--- src/logic/hrp_pkg.sv ---
package hrp_pkg;

  localparam int ADDR_W      = 7;
  localparam int DATA_W      = 16;
  localparam int BYTE_W      = 8;
  localparam int CTRL_AW     = 4;
  localparam int CTRL_DEPTH  = 16;

  localparam logic [6:0] OFF_CFG     = 7'h02;
  localparam logic [6:0] OFF_STAT_EN = 7'h10;
  localparam logic [6:0] OFF_STAT_ST = 7'h11;
  localparam logic [6:0] OFF_DL_EN   = 7'h12;
  localparam logic [6:0] OFF_DL_ST   = 7'h13;
  localparam logic [6:0] OFF_EVT_CNT = 7'h14;
  localparam logic [6:0] OFF_PIN_ST  = 7'h15;

  localparam int   CFG_INIT_BIT = 9;
  localparam logic CFG_INIT_RST = 1'b1;

  // synchronised pin vector layout
  localparam int         PIN_W         = 4;
  localparam int         PIN_WIDTH_SEL = 0;
  localparam int         PIN_RX_CLK    = 1;
  localparam int         PIN_STAT_LINE = 2;
  localparam int         PIN_DL_LINE   = 3;
  localparam logic [3:0] PIN_RST       = 4'hc;

  localparam logic [15:0] WORD_ZERO = 16'h0000;
  localparam logic [15:0] CNT_MAX   = 16'hffff;
  localparam logic [7:0]  BYTE_ZERO = 8'h00;
  localparam logic [1:0]  BE_LOW    = 2'h1;
  localparam logic [1:0]  BE_HIGH   = 2'h2;
  localparam logic [1:0]  BE_WORD   = 2'h3;

  typedef enum logic [1:0] {
    RD_IDLE  = 2'b00,
    RD_FETCH = 2'b01,
    RD_DRIVE = 2'b10
  } hrp_rd_state_t;

  typedef struct packed {
    logic        byte_mode;
    logic        high_lane;
    logic [6:0]  addr;
  } hrp_req_t;

  typedef struct packed {
    logic [1:0]  be;
    logic [15:0] data;
  } hrp_wr_t;

  // lane select rides on the top data bit in byte mode
  function automatic hrp_wr_t write_lanes(input logic byte_mode, input logic [15:0] din);
    hrp_wr_t w;
    if (!byte_mode) begin
      w.be   = BE_WORD;
      w.data = din;
    end else if (din[15]) begin
      w.be   = BE_HIGH;
      w.data = {din[7:0], din[7:0]};
    end else begin
      w.be   = BE_LOW;
      w.data = {din[7:0], din[7:0]};
    end
    return w;
  endfunction

  function automatic logic [15:0] merge(input logic [15:0] old, input hrp_wr_t w);
    return {w.be[1] ? w.data[15:8] : old[15:8], w.be[0] ? w.data[7:0] : old[7:0]};
  endfunction

  function automatic logic is_ctrl(input logic [6:0] a);
    return a[6:4] == 3'h0;
  endfunction

endpackage

--- src/logic/hrp_regmem.sv ---
`timescale 1ns/1ns
// control word store; no reset so contents survive a hardware reset
module hrp_regmem #(
  parameter int AW    = 4,
  parameter int DEPTH = 16
) (
  input  wire logic          ref_clk,
  input  wire logic          clk_en,
  input  wire logic          wr_en,
  input  wire logic [AW-1:0] wr_addr,
  input  wire logic [1:0]    wr_be,
  input  wire logic [15:0]   wr_data,
  input  wire logic          rd_en,
  input  wire logic [AW-1:0] rd_addr,
  output      logic [15:0]   rd_data
);

  logic [15:0] mem [DEPTH];

  always_ff @(posedge ref_clk) begin
    if (clk_en && wr_en) begin
      if (wr_be[0]) begin
        mem[wr_addr][7:0] <= wr_data[7:0];
      end
      if (wr_be[1]) begin
        mem[wr_addr][15:8] <= wr_data[15:8];
      end
    end
  end

  always_ff @(posedge ref_clk) begin
    if (clk_en && rd_en) begin
      rd_data <= mem[rd_addr];
    end
  end

endmodule // hrp_regmem

--- src/logic/hrp_host_port.sv ---
`timescale 1ns/1ns
module hrp_host_port #(
  parameter int          N_STAT  = 8,
  parameter int          N_HDLC  = 3,
  parameter logic [7:0]  RX_MASK = 8'h0f
) (
  input  wire logic              ref_clk,
  input  wire logic              sys_rst,
  input  wire logic              clk_en,
  input  wire logic              bus_width_select,
  input  wire logic              address_strobe_n,
  input  wire logic [6:0]        addr,
  input  wire logic              rd_req,
  input  wire logic              wr_req,
  input  wire logic [15:0]       data_in,
  output      logic [15:0]       data_out,
  output      logic              data_oe_n,
  output      logic              bus_busy,
  input  wire logic              rx_clk_active,
  input  wire logic [N_STAT-1:0] stat_event,
  input  wire logic              count_tick,
  input  wire logic              far_end_alarm_channel_event,
  input  wire logic [N_HDLC-1:0] hdlc_event,
  input  wire logic              status_irq_n_i,
  output      logic              status_irq_n_o,
  output      logic              status_irq_oe_n,
  input  wire logic              datalink_irq_n_i,
  output      logic              datalink_irq_n_o,
  output      logic              datalink_irq_oe_n
);

  localparam int NS = N_STAT + 1;
  localparam int ND = N_HDLC + 1;

  hrp_pkg::hrp_rd_state_t state;
  hrp_pkg::hrp_req_t      req;
  hrp_pkg::hrp_wr_t       wr;

  logic [3:0]  sync1;
  logic [3:0]  sync2;
  logic [3:0]  sync3;
  logic [3:0]  pin_q;
  logic [3:0]  pin_agree;
  logic        byte_mode;
  logic        rx_clk_ok;
  logic [6:0]  addr_q;
  logic [6:0]  eff_addr;
  logic        wr_take;
  logic        rd_take;
  logic        mem_wr;
  logic [15:0] mem_rdata;
  logic [15:0] cfg;
  logic [15:0] stat_en;
  logic [15:0] dl_en;
  logic [NS-1:0] stat_st;
  logic [ND-1:0] dl_st;
  logic [NS-1:0] stat_set;
  logic [ND-1:0] dl_set;
  logic [NS-1:0] stat_clr;
  logic [ND-1:0] dl_clr;
  logic [15:0] evt_cnt;
  logic        cnt_ovf;
  logic [15:0] rd_word;
  logic [7:0]  hold;
  logic        clr_ok;
  logic        stat_act;
  logic        dl_act;
  logic        hit_cfg;
  logic        hit_stat_en;
  logic        hit_dl_en;

  // pins pass three flops; a change counts once the last two agree
  always_ff @(posedge ref_clk) begin
    if (sys_rst) begin
      sync1 <= hrp_pkg::PIN_RST;
      sync2 <= hrp_pkg::PIN_RST;
      sync3 <= hrp_pkg::PIN_RST;
    end else if (clk_en) begin
      sync1 <= {datalink_irq_n_i, status_irq_n_i, rx_clk_active, bus_width_select};
      sync2 <= sync1;
      sync3 <= sync2;
    end
  end

  // a bit moves only where the last two stages agree, so one glitch is ignored
  assign pin_agree = sync2 ~^ sync3;

  always_ff @(posedge ref_clk) begin
    if (sys_rst) begin
      pin_q <= hrp_pkg::PIN_RST;
    end else if (clk_en) begin
      pin_q <= (pin_agree & sync3) | (~pin_agree & pin_q);
    end
  end

  // strap picks byte or word access
  assign byte_mode = pin_q[hrp_pkg::PIN_WIDTH_SEL];
  assign rx_clk_ok = pin_q[hrp_pkg::PIN_RX_CLK];

  // address latched while strobe is low
  always_ff @(posedge ref_clk) begin
    if (clk_en && !address_strobe_n) begin
      addr_q <= addr;
    end
  end

  // strobe high: the address latched at the last low strobe is reused
  assign eff_addr = address_strobe_n ? addr_q : addr;

  // write decode, shared by the register processes
  assign hit_cfg     = (eff_addr == hrp_pkg::OFF_CFG);
  assign hit_stat_en = (eff_addr == hrp_pkg::OFF_STAT_EN);
  assign hit_dl_en   = (eff_addr == hrp_pkg::OFF_DL_EN);

  // requests taken on the clock edge, one at a time
  // a request while busy is dropped without notice; the host paces itself
  assign wr_take  = wr_req && (state == hrp_pkg::RD_IDLE) && !sys_rst;
  assign rd_take  = rd_req && !wr_req && (state == hrp_pkg::RD_IDLE) && !sys_rst;
  assign bus_busy = (state != hrp_pkg::RD_IDLE);
  assign wr       = hrp_pkg::write_lanes(byte_mode, data_in);

  // only decoded control words are written
  // cfg sits in its own flops so its init bit can follow reset
  assign mem_wr = wr_take && hrp_pkg::is_ctrl(eff_addr) && !hit_cfg;

  // read port only enabled on a taken read, so its output holds in between
  hrp_regmem #(
    .AW    (hrp_pkg::CTRL_AW),
    .DEPTH (hrp_pkg::CTRL_DEPTH)
  ) u_regmem (
    .ref_clk (ref_clk),
    .clk_en  (clk_en),
    .wr_en   (mem_wr),
    .wr_addr (eff_addr[hrp_pkg::CTRL_AW-1:0]),
    .wr_be   (wr.be),
    .wr_data (wr.data),
    .rd_en   (rd_take),
    .rd_addr (eff_addr[hrp_pkg::CTRL_AW-1:0]),
    .rd_data (mem_rdata)
  );

  // reset only re-arms the init bit; the rest of the word is kept
  always_ff @(posedge ref_clk) begin
    if (sys_rst) begin
      cfg[hrp_pkg::CFG_INIT_BIT] <= hrp_pkg::CFG_INIT_RST;
    end else if (clk_en && wr_take && hit_cfg) begin
      // byte lanes merge into the word
      cfg <= hrp_pkg::merge(cfg, wr);
    end
  end

  always_ff @(posedge ref_clk) begin
    if (clk_en && wr_take && hit_stat_en) begin
      stat_en <= hrp_pkg::merge(stat_en, wr);
    end
  end

  always_ff @(posedge ref_clk) begin
    if (clk_en && wr_take && hit_dl_en) begin
      dl_en <= hrp_pkg::merge(dl_en, wr);
    end
  end

  // overflow of the event counter is an interrupt source
  assign cnt_ovf = count_tick && (evt_cnt == hrp_pkg::CNT_MAX);

  // the counter wraps and a read never clears it; overflow leaves a status bit
  always_ff @(posedge ref_clk) begin
    if (sys_rst) begin
      evt_cnt <= hrp_pkg::WORD_ZERO;
    end else if (clk_en && count_tick) begin
      evt_cnt <= evt_cnt + 16'h0001;
    end
  end

  // receiver sources cannot fire while the receive clock is down
  assign stat_set = {cnt_ovf, stat_event & ~(RX_MASK & {N_STAT{~rx_clk_ok}})};
  // alarm channel in bit 0, hdlc events above it
  assign dl_set   = {hdlc_event, far_end_alarm_channel_event};

  // reading a status word clears it; a high-byte read uses the latch instead
  assign clr_ok   = (state == hrp_pkg::RD_FETCH) && !(req.byte_mode && req.high_lane);
  assign stat_clr = (clr_ok && req.addr == hrp_pkg::OFF_STAT_ST) ? stat_st : '0;
  assign dl_clr   = (clr_ok && req.addr == hrp_pkg::OFF_DL_ST) ? dl_st : '0;

  // sticky status; a set in the clearing cycle wins
  always_ff @(posedge ref_clk) begin
    if (sys_rst) begin
      stat_st <= '0;
    end else if (clk_en) begin
      stat_st <= (stat_st & ~stat_clr) | stat_set;
    end
  end

  always_ff @(posedge ref_clk) begin
    if (sys_rst) begin
      dl_st <= '0;
    end else if (clk_en) begin
      dl_st <= (dl_st & ~dl_clr) | dl_set;
    end
  end

  // read map: control words read back, status and counter read only
  always_comb begin
    rd_word = hrp_pkg::WORD_ZERO;
    if (hrp_pkg::is_ctrl(req.addr)) begin
      rd_word = (req.addr == hrp_pkg::OFF_CFG) ? cfg : mem_rdata;
    end else begin
      case (req.addr)
        hrp_pkg::OFF_STAT_EN: rd_word = stat_en;
        hrp_pkg::OFF_STAT_ST: rd_word = 16'(stat_st);
        hrp_pkg::OFF_DL_EN:   rd_word = dl_en;
        hrp_pkg::OFF_DL_ST:   rd_word = 16'(dl_st);
        hrp_pkg::OFF_EVT_CNT: rd_word = evt_cnt;
        hrp_pkg::OFF_PIN_ST:  rd_word = 16'(pin_q);
        default:              rd_word = hrp_pkg::WORD_ZERO;
      endcase
    end
  end

  // read: fetch one cycle, drive the next
  always_ff @(posedge ref_clk) begin
    if (sys_rst) begin
      state <= hrp_pkg::RD_IDLE;
    end else if (clk_en) begin
      case (state)
        hrp_pkg::RD_IDLE: begin
          if (rd_take) begin
            state <= hrp_pkg::RD_FETCH;
          end
        end
        hrp_pkg::RD_FETCH: state <= hrp_pkg::RD_DRIVE;
        hrp_pkg::RD_DRIVE: state <= hrp_pkg::RD_IDLE;
        default:           state <= hrp_pkg::RD_IDLE;
      endcase
    end
  end

  always_ff @(posedge ref_clk) begin
    if (sys_rst) begin
      req <= '0;
    end else if (clk_en && rd_take) begin
      req.byte_mode <= byte_mode;
      req.high_lane <= data_in[15];
      req.addr      <= eff_addr;
    end
  end

  always_ff @(posedge ref_clk) begin
    if (sys_rst) begin
      data_out <= hrp_pkg::WORD_ZERO;
    end else if (clk_en && state == hrp_pkg::RD_FETCH) begin
      if (!req.byte_mode) begin
        data_out <= rd_word;
      end else if (req.high_lane) begin
        // high byte comes from the latch of the last low read
        data_out <= {hrp_pkg::BYTE_ZERO, hold};
      end else begin
        data_out <= {hrp_pkg::BYTE_ZERO, rd_word[7:0]};
      end
    end
  end

  // high byte latched on every low-lane read, for the next read
  always_ff @(posedge ref_clk) begin
    if (sys_rst) begin
      hold <= hrp_pkg::BYTE_ZERO;
    end else if (clk_en && state == hrp_pkg::RD_FETCH && req.byte_mode && !req.high_lane) begin
      hold <= rd_word[15:8];
    end
  end

  // data bus driven only in the drive cycle of a read
  assign data_oe_n = (state != hrp_pkg::RD_DRIVE);

  // held while any enabled status bit is set, gated until init bit clears
  assign stat_act = (|(16'(stat_st) & stat_en)) && !cfg[hrp_pkg::CFG_INIT_BIT];
  assign dl_act   = (|(16'(dl_st) & dl_en)) && !cfg[hrp_pkg::CFG_INIT_BIT];

  // open drain: pull low when active, release otherwise
  always_ff @(posedge ref_clk) begin
    if (sys_rst) begin
      status_irq_oe_n <= 1'b1;
    end else if (clk_en) begin
      status_irq_oe_n <= !stat_act;
    end
  end

  // link interrupt has its own enable group
  always_ff @(posedge ref_clk) begin
    if (sys_rst) begin
      datalink_irq_oe_n <= 1'b1;
    end else if (clk_en) begin
      datalink_irq_oe_n <= !dl_act;
    end
  end

  assign status_irq_n_o   = 1'b0;
  assign datalink_irq_n_o = 1'b0;

endmodule // hrp_host_port

--- config.mk ---
export PLATFORM = sky130hd
export DESIGN_NAME = hrp_host_port
export DESIGN_NICKNAME = d
export VERILOG_FILES = /design/src/logic/hrp_pkg.sv /design/src/logic/hrp_regmem.sv /design/src/logic/hrp_host_port.sv
export SDC_FILE = /design/constraint.sdc
export NUM_CORES = 1
export LEC_CHECK = 0
export BUFFER_PORTS_ARGS = -buffer_cell sky130_fd_sc_hd__buf_2
export CAP_MARGIN = 20
export CORE_MARGIN = 10
export CORE_UTILIZATION = 41
export CTS_CLUSTER_DIAMETER = 120
export CTS_CLUSTER_SIZE = 24
export DETAILED_ROUTE_END_ITERATION = 8
export PLACE_DENSITY_LB_ADDON = 0.25
export SLEW_MARGIN = 20
export SYNTH_ARGS = -nofsm -noshare
export SYNTH_HDL_FRONTEND = slang
export SYNTH_SLANG_ARGS = --single-unit
--- constraint.sdc ---
create_clock -name ref_clk -period 2.65 [get_ports ref_clk]
set_input_delay 0.3975 -clock ref_clk [delete_from_list [all_inputs] [get_ports ref_clk]]
set_output_delay 0.3975 -clock ref_clk [all_outputs]
set_load 0.02 [all_outputs]
Word level (Yosys, flattened, before mapping)
Memory sizes are Yosys's and may differ from the RTL's. A register that Yosys moved wholly into a read port is not among the register bits. Index checks and enable logic that the tools add are counted.

Register bits after elaboration: 137. Memory bits (writable): 256. Output and inout port bits: 22. Memories kept: 1.

Add/sub/neg operators: 1. Equal/unequal tests: 14. Multiplexer cells: 18. Bitwise gates (word level): 17. Reduce and logical (&&, ||, !) cells: 48.

Memories: u_regmem.mem (words 16, width 16, read ports 1, clocked after Yosys merged registers in 1, write ports 1, line hrp_regmem.sv:18) `logic [15:0] mem [DEPTH];`.

Operator list (count): one-hot mux 16 bit (6 select lines) (1); == test 7 x 5 -> 1 bit, second input constant (8); 2-to-1 mux 16 bit (3); 2-to-1 mux 18 bit (2); OR reduction 16 bit (2); logical AND 1 bit (25); adder 16 x 1 -> 16 bit, second input constant (1); AND 4 x 16 -> 16 bit (1); AND 9 x 16 -> 16 bit (1); == test 16 bit, second input constant (1); == test 7 x 2 -> 1 bit, second input constant (2); AND 4 bit (3); AND reduction 2 bit (6); AND 9 bit (1); logical NOT 1 bit (9); 2-to-1 mux 9 bit (1); NOT 9 bit (1); bitwise OR 9 bit (1); AND 8 bit (1); 2-to-1 mux 8 bit (1); NOT 4 bit (2); NOT 4 -> 8 bit (1); bitwise OR 4 bit (2); 2-to-1 mux 7 bit (1); 13 further kinds (21).

Depth between registers and ports, before layout
Gate-level depths: netlist of run 1.

Depth after elaboration: 8. Depth in mapped cells: 7. Gate-level depth less buffers: 5.

By module
A second synthesis of run 1 with hierarchy kept.

Cell total of the unflattened synthesis: 1027. Area total of the unflattened synthesis: 16554.6 um^2.

Modules (own cells, without submodules): hrp_regmem (instances 1, cells an instance 462, area an instance 10321.1 um^2, sequential area each 8167.8 um^2); hrp_host_port (instances 1, cells an instance 565, area an instance 6233.5 um^2, sequential area each 3283.1 um^2).

Least setup slack after synthesis of run 1
OpenSTA, ideal clock, no wires.

Path kind: input port to flip-flop. From: input address_strobe_n. To: memory u_regmem.mem[8][0], enable pin. Setup time: 383 ps. Arrival: 2093 ps. Data required time: 2267 ps. Path slack: 174 ps. Cell stages on the path: 6. Buffers on the path: 2. Cells stage by stage: buf_6 > and3b_1 > o22ai_1 > nand4b_2 > buf_2 > nor3_1.

Cells in the longest elaborated chain, start to end: 7. Elaborated cells on any way between the ends: 9. Those cells by class: eq/ne: 1; mux: 3; reduce/logical: 5.

Ends and longest elaborated chain: start: declaration (line hrp_host_port.sv:11) `input wire logic address_strobe_n,`; 2-to-1 mux 7 bit (*) (line hrp_host_port.sv:108) `assign eff_addr = address_strobe_n ? addr_q : addr;`; == test 7 x 2 -> 1 bit or logical NOT 3 bit (tied branches) (line hrp_host_port.sv:111, hrp_pkg.sv:73); logical NOT 1 bit or logical AND 1 bit (tied branches) (line hrp_host_port.sv:124) `assign mem_wr = wr_take && hrp_pkg::is_ctrl(eff_addr) && !hit_cfg;`; logical AND 1 bit (line hrp_host_port.sv:124); logical AND 1 bit (line hrp_regmem.sv:21) `if (clk_en && wr_en) begin`; 2-to-1 mux 1 bit (line hrp_regmem.sv:21); 2-to-1 mux 1 bit (implied by the code) (line hrp_regmem.sv:23) `mem[wr_addr][7:0] <= wr_data[7:0];`; end: declaration (line hrp_regmem.sv:18).

Mark *: on every way between the ends. The rest lies on a longest branch, timed or not.

Worst setup path after layout of run 1
From: register addr_q[2]. To: register u_regmem.rd_data[8], read port of u_regmem.mem (data pin).

Cells in the longest elaborated chain, start to end: 1.

Ends and longest elaborated chain: start: declaration (line hrp_host_port.sv:46) `logic [6:0] addr_q;`; start signal: assignment (line hrp_host_port.sv:103) `addr_q <= addr;`; 2-to-1 mux 7 bit (line hrp_host_port.sv:108); end: declaration (line hrp_regmem.sv:15) `output logic [15:0] rd_data`.

Every way passes these cells. A chain may end at the register's enable or synchronous reset.

==> results of run 1 <==
[cells by family (layout without fill, tap and decap cells)]
group                      after synthesis  after routing
and+or+nand+nor                        241            241
other                                    1             18
DFF                                    409            409
buffers and inverters                   70            203
AOI/OAI and AO/OA                      209            209
muxes                                  194            194
adders and majority gates                1              1
xor gates and xnor gates                11             11
[worst min-delay path by stage]
stage / from / to / slack, ps / cells after the start
2_1_floorplan: sync3[3] / sync3[3] / 430 / 2
3_3_place_gp: sync3[3] / sync3[3] / 440 / 2
3_5_place_dp: data_out[7] / data_out[7] / 450 / 2
4_1_cts: addr[4] / addr_q[4] / 40 / 1
5_1_grt: addr[4] / addr_q[4] / 40 / 1
6_report: addr[4] / addr_q[4] / 50 / 1
[sequential cells by signal (all words and copies together) (netlist names), named ones only]
name               flops
req                    9
u_regmem.mem         256
sync1                  4
status_irq_oe_n        1
dl_en                 16
state                  2
stat_en               16
data_out              16
cfg                   16
addr_q                 7
sync2                  4
sync3                  4
stat_st                9
dl_st                  4
evt_cnt               16
u_regmem.rd_data      16
datalink_irq_oe_n      1
hold                   8
[worst max-delay path, delay by kind of cell, from the launching register on]
kind	cells	cell delay (ps)
DFF	1	450
AOI/OAI and AO/OA	2	850
and+or+nand+nor	2	770
[Yosys cell counts (all sizes together) (7+ instances only)]
cell type | number | area, sq um
edfxtp | 326 | 9790
mux2i | 172 | 1730
dfxtp | 83 | 1660
o22ai | 66 | 413
nor2 | 49 | 184
buf | 44 | 254
nor3 | 39 | 195
o21ai | 38 | 220
nand3 | 35 | 180
nand2 | 29 | 109
a21oi | 25 | 125
mux2 | 22 | 248
clkbuf | 20 | 75.1
o211ai | 18 | 135
or4 | 16 | 120
a22o | 13 | 114
nor4b | 12 | 105
a2bb2oi | 10 | 87.6
o211a | 10 | 100
nand2b | 8 | 50.1
nor3b | 8 | 65.1
a211oi | 7 | 52.6
and4 | 7 | 61.3
nand4 | 7 | 43.8
o2111ai | 7 | 61.3
xor2 | 7 | 61.3
[layout by cell type, fill, tap and decap left out, types with 25 or more instances in the layout]
master	synthesis	routed
a21oi_1	25	25
mux2i_1	171	170
o22ai_1	66	66
nor2_1	49	48
dfxtp_1	83	83
nand2_1	29	29
nor3_1	39	38
buf_2	26	65
edfxtp_1	326	326
o21ai_0	26	26
buf_4	5	89
nand3_1	34	34
[metrics by stage]
stage                     area (sq um)  util [%]  instances  setup slack, ps
after floorplan                  16700         -       1153              174
after global placement           18300      45.8       1780             67.9
after detailed placement         18300      45.8       1780             27.7
after CTS                        18900      47.3       1811              269
after global routing             18900      47.3       1811              214
final                            18900      47.3       1811              322
[area by class of cell]
| class | count | area (sq um) | area share (%) |
|---|---|---|---|
| flip-flops and latches | 409 | 11500 | 60.5 |
| multi-input cells | 674 | 4980 | 26.3 |
| repair buffers | 166 | 1230 | 6.52 |
| well taps | 525 | 657 | 3.47 |
| clock buffers | 28 | 552 | 2.91 |
| clock inverters | 3 | 33.8 | 0.178 |
| inverters | 6 | 22.5 | 0.119 |
[metal layers]
metal / GRT usage [%] / wire length, um
met1: 22.3 / 18900
met2: 27.6 / 20000
met3: 2.20 / 2260
met4: 4.05 / 999
met5: 0 / 0
[power by group]
group / switching (mW) / total, mW / internal (mW)
combinational: 0.558 / 0.908 / 0.350
sequential: 0.0471 / 7.03 / 6.99
clock: 2.00 / 3.49 / 1.49
total: 2.60 / 11.4 / 8.83
==> flow_metrics.py, run 1 <==
metrics = {
    "status": {
        "outcome": "finished, final reports clean",
    },
    "synth": {
        "synth-xor-area-share_pct": 0.578,
        "synth_top_family_by_area": "multiplexers",
        "synth_simple_gate_area_share_pct": 8.09,
        "ys_ff_latch": 409,
        "synth_fa_ha_area_share_pct": 0.0750,
        "synth_mux_area_share_pct": 11.8,
        "synthDistinctLibCells": 63,
        "ys.flop_type": "edfxtp_1",
        "yosys_warnings": 0,
        "synth_edf_count": 326,
        "synth_compound_area_share_pct": 8.66,
        "synth_area_sq_um": 16700,
        "synthCells": 1136,
        "async_reset_ff_share_pct": 0,
        "yosysSeqAreaShare_pct": 68.6,
        "avgSynthCellArea_sq_um": 14.7,
    },
    "pwr": {
        "p_leak_nw": 6.65,
        "finalPower_mw": 11.4,
        "vdd_ir_drop_max_uv": 401,
        "powerDensity_nw_per_um2": 604,
    },
    "route": {
        "vias_per_cell": 5.62,
        "routedWlPerCell_um": 23.3,
        "ant_nets": 0,
        "drc": 0,
        "dr.pass1.iters": 7,
        "routed_wl_mm": 42.1,
        "drt_iter0_markers": 917,
        "num_vias": 10200,
    },
    "critical_path": {
        "worst_path_max_delay_cell": "o21ai_2",
        "r2r_start": "addr_q[2]",
        "r2r_end": "u_regmem.rd_data[8]",
        "cp.required_ps": 2950,
        "path_cells": "and3b_1 -> o21ai_2 -> o22ai_1 -> or4_1",
        "cp.arrival_ps": 2620,
        "critPathMaxStageDelay_ps": 650,
        "crit_end": "u_regmem.rd_data[8]",
        "crit_fanout": 16,
        "rr_worst_depth": 4,
        "timing_worst_setup_path_type": "register to register",
        "crit_path_start_kind": "register",
        "r2r_setup_slack_ps": 320,
        "crit_start": "addr_q[2]",
        "end_kind": "register",
    },
    "clock_tree": {
        "cts.sinks": 409,
        "cts_tree": "done",
        "clkTransAtPathRegs_ps": 90,
        "hold_buffers": 0,
        "clk_latency_ps": 550,
        "cts_made_buffers": 21,
        "postCtsSetupBuffers": 0,
        "cts_max_level": 1,
        "ctsResizeCount": 0,
        "cts-root-buf": "clkbuf_16",
        "cts.path.max_buffers": 3,
    },
    "global_routing": {
        "grt_pass1_wl_mm": 63.7,
        "grt.overflow.total": 0,
        "grt_max_degree": 35,
        "grt_usage_pct": 16.5,
        "grt_pass1_vias": 10200,
        "antenna_found_initial": 0,
    },
    "sta": {
        "hold_viol": 0,
        "fin_crit_ps": 2330,
        "max_slew.worst_pin.slew_ps": 805,
        "fin_setup_tns_ps": 0,
        "fin_skew_ps": 23.8,
        "clock.fmax_mhz": 430,
        "fin_crit_sh_pct": 87.8,
        "hold_slack_ps": 48.3,
        "setup_viol": 0,
        "drv_slew": 0,
        "timing.slew.headroom_pct": 46.1,
        "rsz0062_at_grt": "false",
    },
    "cells_and_area": {
        "drive_above_1_share_pct": 17.5,
        "diodes": 0,
        "fillers": 3537,
        "layout.nets": 1325,
        "area_delta_synth_final_pct": 13.5,
    },
    "job": {
        "drv_cap": 0,
    },
    "place": {
        "port-buffer-count": 65,
        "gp_congestion": 0.811,
        "hpwl_mm": 29.1,
    },
    "floorplanning": {
        "start_util_pct": 41.7,
        "die_height_um": 222,
        "fp-row-count": 73,
        "core_sq_um": 40000,
        "ioPinCount": 68,
        "dieArea_sq_um": 49200,
        "die_x_um": 222,
    },
    "min_path": {
        "hp-class": "primary input to register",
    },
}
(Power assumes the default switching activity.)
==> run 2, diff against run 1 <==
--- a/config.mk
+++ b/config.mk
@@ -12,8 +12,10 @@
 export CTS_CLUSTER_DIAMETER = 120
 export CTS_CLUSTER_SIZE = 24
 export DETAILED_ROUTE_END_ITERATION = 8
-export PLACE_DENSITY_LB_ADDON = 0.25
+export PLACE_DENSITY = 0.58
+export RECOVER_POWER = 25
 export SLEW_MARGIN = 20
 export SYNTH_ARGS = -nofsm -noshare
 export SYNTH_HDL_FRONTEND = slang
+export SYNTH_HIERARCHICAL = 1
 export SYNTH_SLANG_ARGS = --single-unit
==> flow_metrics.py, run 2 <==
metrics = {
    "cells_and_area": {
        "regMostFlops": "u_regmem/mem",
        "drive_above_1_share_pct": 21.7,
        "final_common_cell": "edfxtp_1",
        "layout.nets": 1185,
        "final_cell_mix": "326 x edfxtp_1, 84 x nor2_1, 83 x dfxtp_1, 72 x buf_4, 58 x mux4_2",
        "final_cells": 1672,
        "design_area_sq_um": 18400,
        "largest_reg_flops": 256,
        "fin_util_pct": 46.3,
        "area_delta_synth_final_pct": 11.3,
        "fillers": 3457,
    },
    "synth": {
        "synth_area_leader_cell": "edfxtp_1",
        "synthCells": 1027,
        "synth_edf_count": 326,
        "ys_ff_latch": 409,
        "synthDistinctLibCells": 69,
        "synth_area_leaders": "edfxtp_1 59%, dfxtp_1 10%, mux4_2 7.9%, a22oi_1 2.4%, mux2i_1 1.9%",
        "ys.flop_type": "edfxtp_1",
        "synth_area_sq_um": 16600,
        "yosys_warnings": 6,
        "async_reset_ff_share_pct": 0,
        "yosys.cell_count.top_type": "edfxtp_1",
        "avgSynthCellArea_sq_um": 16.1,
        "synth_commonest_cells": "326 x edfxtp_1, 85 x nor2_1, 83 x dfxtp_1",
        "post-synth-top-area-fraction_pct": 59.1,
        "yosysSeqAreaShare_pct": 69.2,
    },
    "place": {
        "dpl_cell_area_sq_um": 17900,
        "place_inst": 1640,
        "port-buffer-count": 65,
        "place_ws_ps": 45.3,
        "gp_congestion": 0.825,
        "hpwl_mm": 27.2,
    },
    "pwr": {
        "vdd_ir_drop_max_uv": 392,
        "powerDensity_nw_per_um2": 612,
        "seq_power_share_pct": 62.1,
        "p_leak_nw": 6.06,
        "switching_share_pct": 22.1,
        "finalPower_mw": 11.3,
        "p_int_mw": 8.78,
        "power_frac_comb_pct": 7.2,
        "power.switching_mw": 2.49,
        "power_frac_clock_pct": 30.6,
    },
    "sta": {
        "fin_setup_tns_ps": 0,
        "hold_slack_ps": 66.7,
        "fin_crit_ps": 2400,
        "timing.slew.headroom_pct": 21.6,
        "hold_viol": 0,
        "fin_skew_ps": 22.8,
        "drv_slew": 0,
        "fin_crit_sh_pct": 90.7,
        "clock.fmax_mhz": 416,
        "rsz0062_at_grt": "false",
        "setup_viol": 0,
        "max_slew.worst_pin.slew_ps": 1180,
        "setup_slack_ps": 246,
    },
    "global_routing": {
        "grt_pass1_wl_mm": 60.4,
        "grt_usage_pct": 15.7,
        "antenna_found_initial": 3,
        "grt.overflow.total": 0,
        "grt_pass1_vias": 9379,
        "grt_max_degree": 49,
    },
    "clock_tree": {
        "hold_buffers": 0,
        "clkTransAtPathRegs_ps": 90,
        "clk_latency_ps": 540,
        "cts_tree": "done",
        "ctsResizeCount": 0,
        "cts-root-buf": "clkbuf_16",
        "cts_max_level": 1,
        "cts_made_buffers": 21,
        "postCtsSetupBuffers": 0,
        "cts.sinks": 409,
        "cts.path.max_buffers": 3,
    },
    "critical_path": {
        "cp.arrival_ps": 2820,
        "cp.required_ps": 3060,
        "path_cells": "clkbuf_1 -> clkbuf_1 -> mux2_2 -> nor2b_1 -> buf_4 -> a22oi_1 -> nand2_1",
        "timing_worst_setup_path_type": "primary input to register",
        "critPathMaxStageDelay_ps": 670,
        "crit_path_start_kind": "primary input",
        "cp_common_cell": "clkbuf_1",
        "worst_path_max_delay_cell": "nor2b_1",
        "end_kind": "register",
        "crit_cells": 7,
        "cp_top_family": "buffers and inverters",
        "cp_num_buf_inv": 3,
        "crit_fanout": 10,
        "rr_worst_depth": 5,
    },
    "job": {
        "drv_cap": 0,
    },
    "route": {
        "drc": 0,
        "ant_nets": 0,
        "routedWlPerCell_um": 23.8,
        "routed_wl_mm": 39.7,
        "dr.pass1.iters": 5,
        "vias_per_cell": 5.59,
        "drt_iter0_markers": 891,
        "num_vias": 9350,
    },
    "floorplanning": {
        "start_util_pct": 41.6,
        "die_x_um": 221,
        "core_sq_um": 39800,
        "fp-row-count": 73,
        "dieArea_sq_um": 48800,
        "die_height_um": 221,
        "ioPinCount": 68,
    },
    "status": {
        "outcome": "finished, final reports clean",
    },
    "min_path": {
        "hp-class": "primary input to register",
        "hold_depth": 2,
    },
}
-- run 2: changes by cell type after synthesis, moves of 29 or more --
cell and delta:
o22ai_1 -65, a22oi_1 +52, mux2i_1 -139, nor2_1 +36, mux4_2 +58, nor3_1 -29
-- run 2: metal layers --
layer  wire (um)  GRT usage [%]  up-vias
li1            -              -     4253
met1       17700           21.8     4780
met2       19200           26.0      281
met3        2120           2.02       36
met4         689           3.37        0
met5           0              0        -
-- run 2: final timing paths --
check                           slack [ps]                   end              from
worst max-delay path                   250  u_regmem/rd_data[12]  address_strobe_n
worst min-delay path                    70              sync1[2]    status_irq_n_i
worst max register to register         320   u_regmem/rd_data[6]         addr_q[0]
worst min register to register         450           data_out[2]       data_out[2]
-- run 2: cells by family (layout without fill, tap and decap cells) --
family	count (synthesis)	after routing	synth area share [%]
compound gates	165	165	7.07
mux	128	128	13.3
buf+inv	65	182	2.03
simple gates	248	248	7.75
fa+ha+maj	1	1	0.0756
flops	409	409	69.2
other cells	1	4	0.0227
xor+xnor	10	10	0.529
-- run 2: final cells by class --
cell class,count,area [sq um],area share (%)
Antenna cell,2,5.00,0.0272
Timing Repair Buffer,145,908,4.93
Tap cell,525,657,3.57
Clock inverter,2,38.8,0.211
Sequential cell,409,11500,62.2
Clock buffer,28,552,3.00
Multi-Input combinational cell,554,4780,26.0
Inverter,7,26.3,0.143
-- run 2: power by group through the flow --
stage	clock network, mW	registers [mW]	logic, mW
2_1_floorplan	0	7.13	0.516
5_1_grt	3.78	7.01	0.884
6_report	3.45	7.00	0.816
4_1_cts	3.55	7.00	0.830
3_5_place_dp	0	7.15	0.828
3_3_place_gp	0	7.14	0.821
-- run 2: worst register-to-register path, stage by stage (launching register included) --
cell	delay [ps]
edfxtp_1	390
mux2_4	390
buf_4	310
mux4_2	570
a22oi_1	340
nand2_1	90
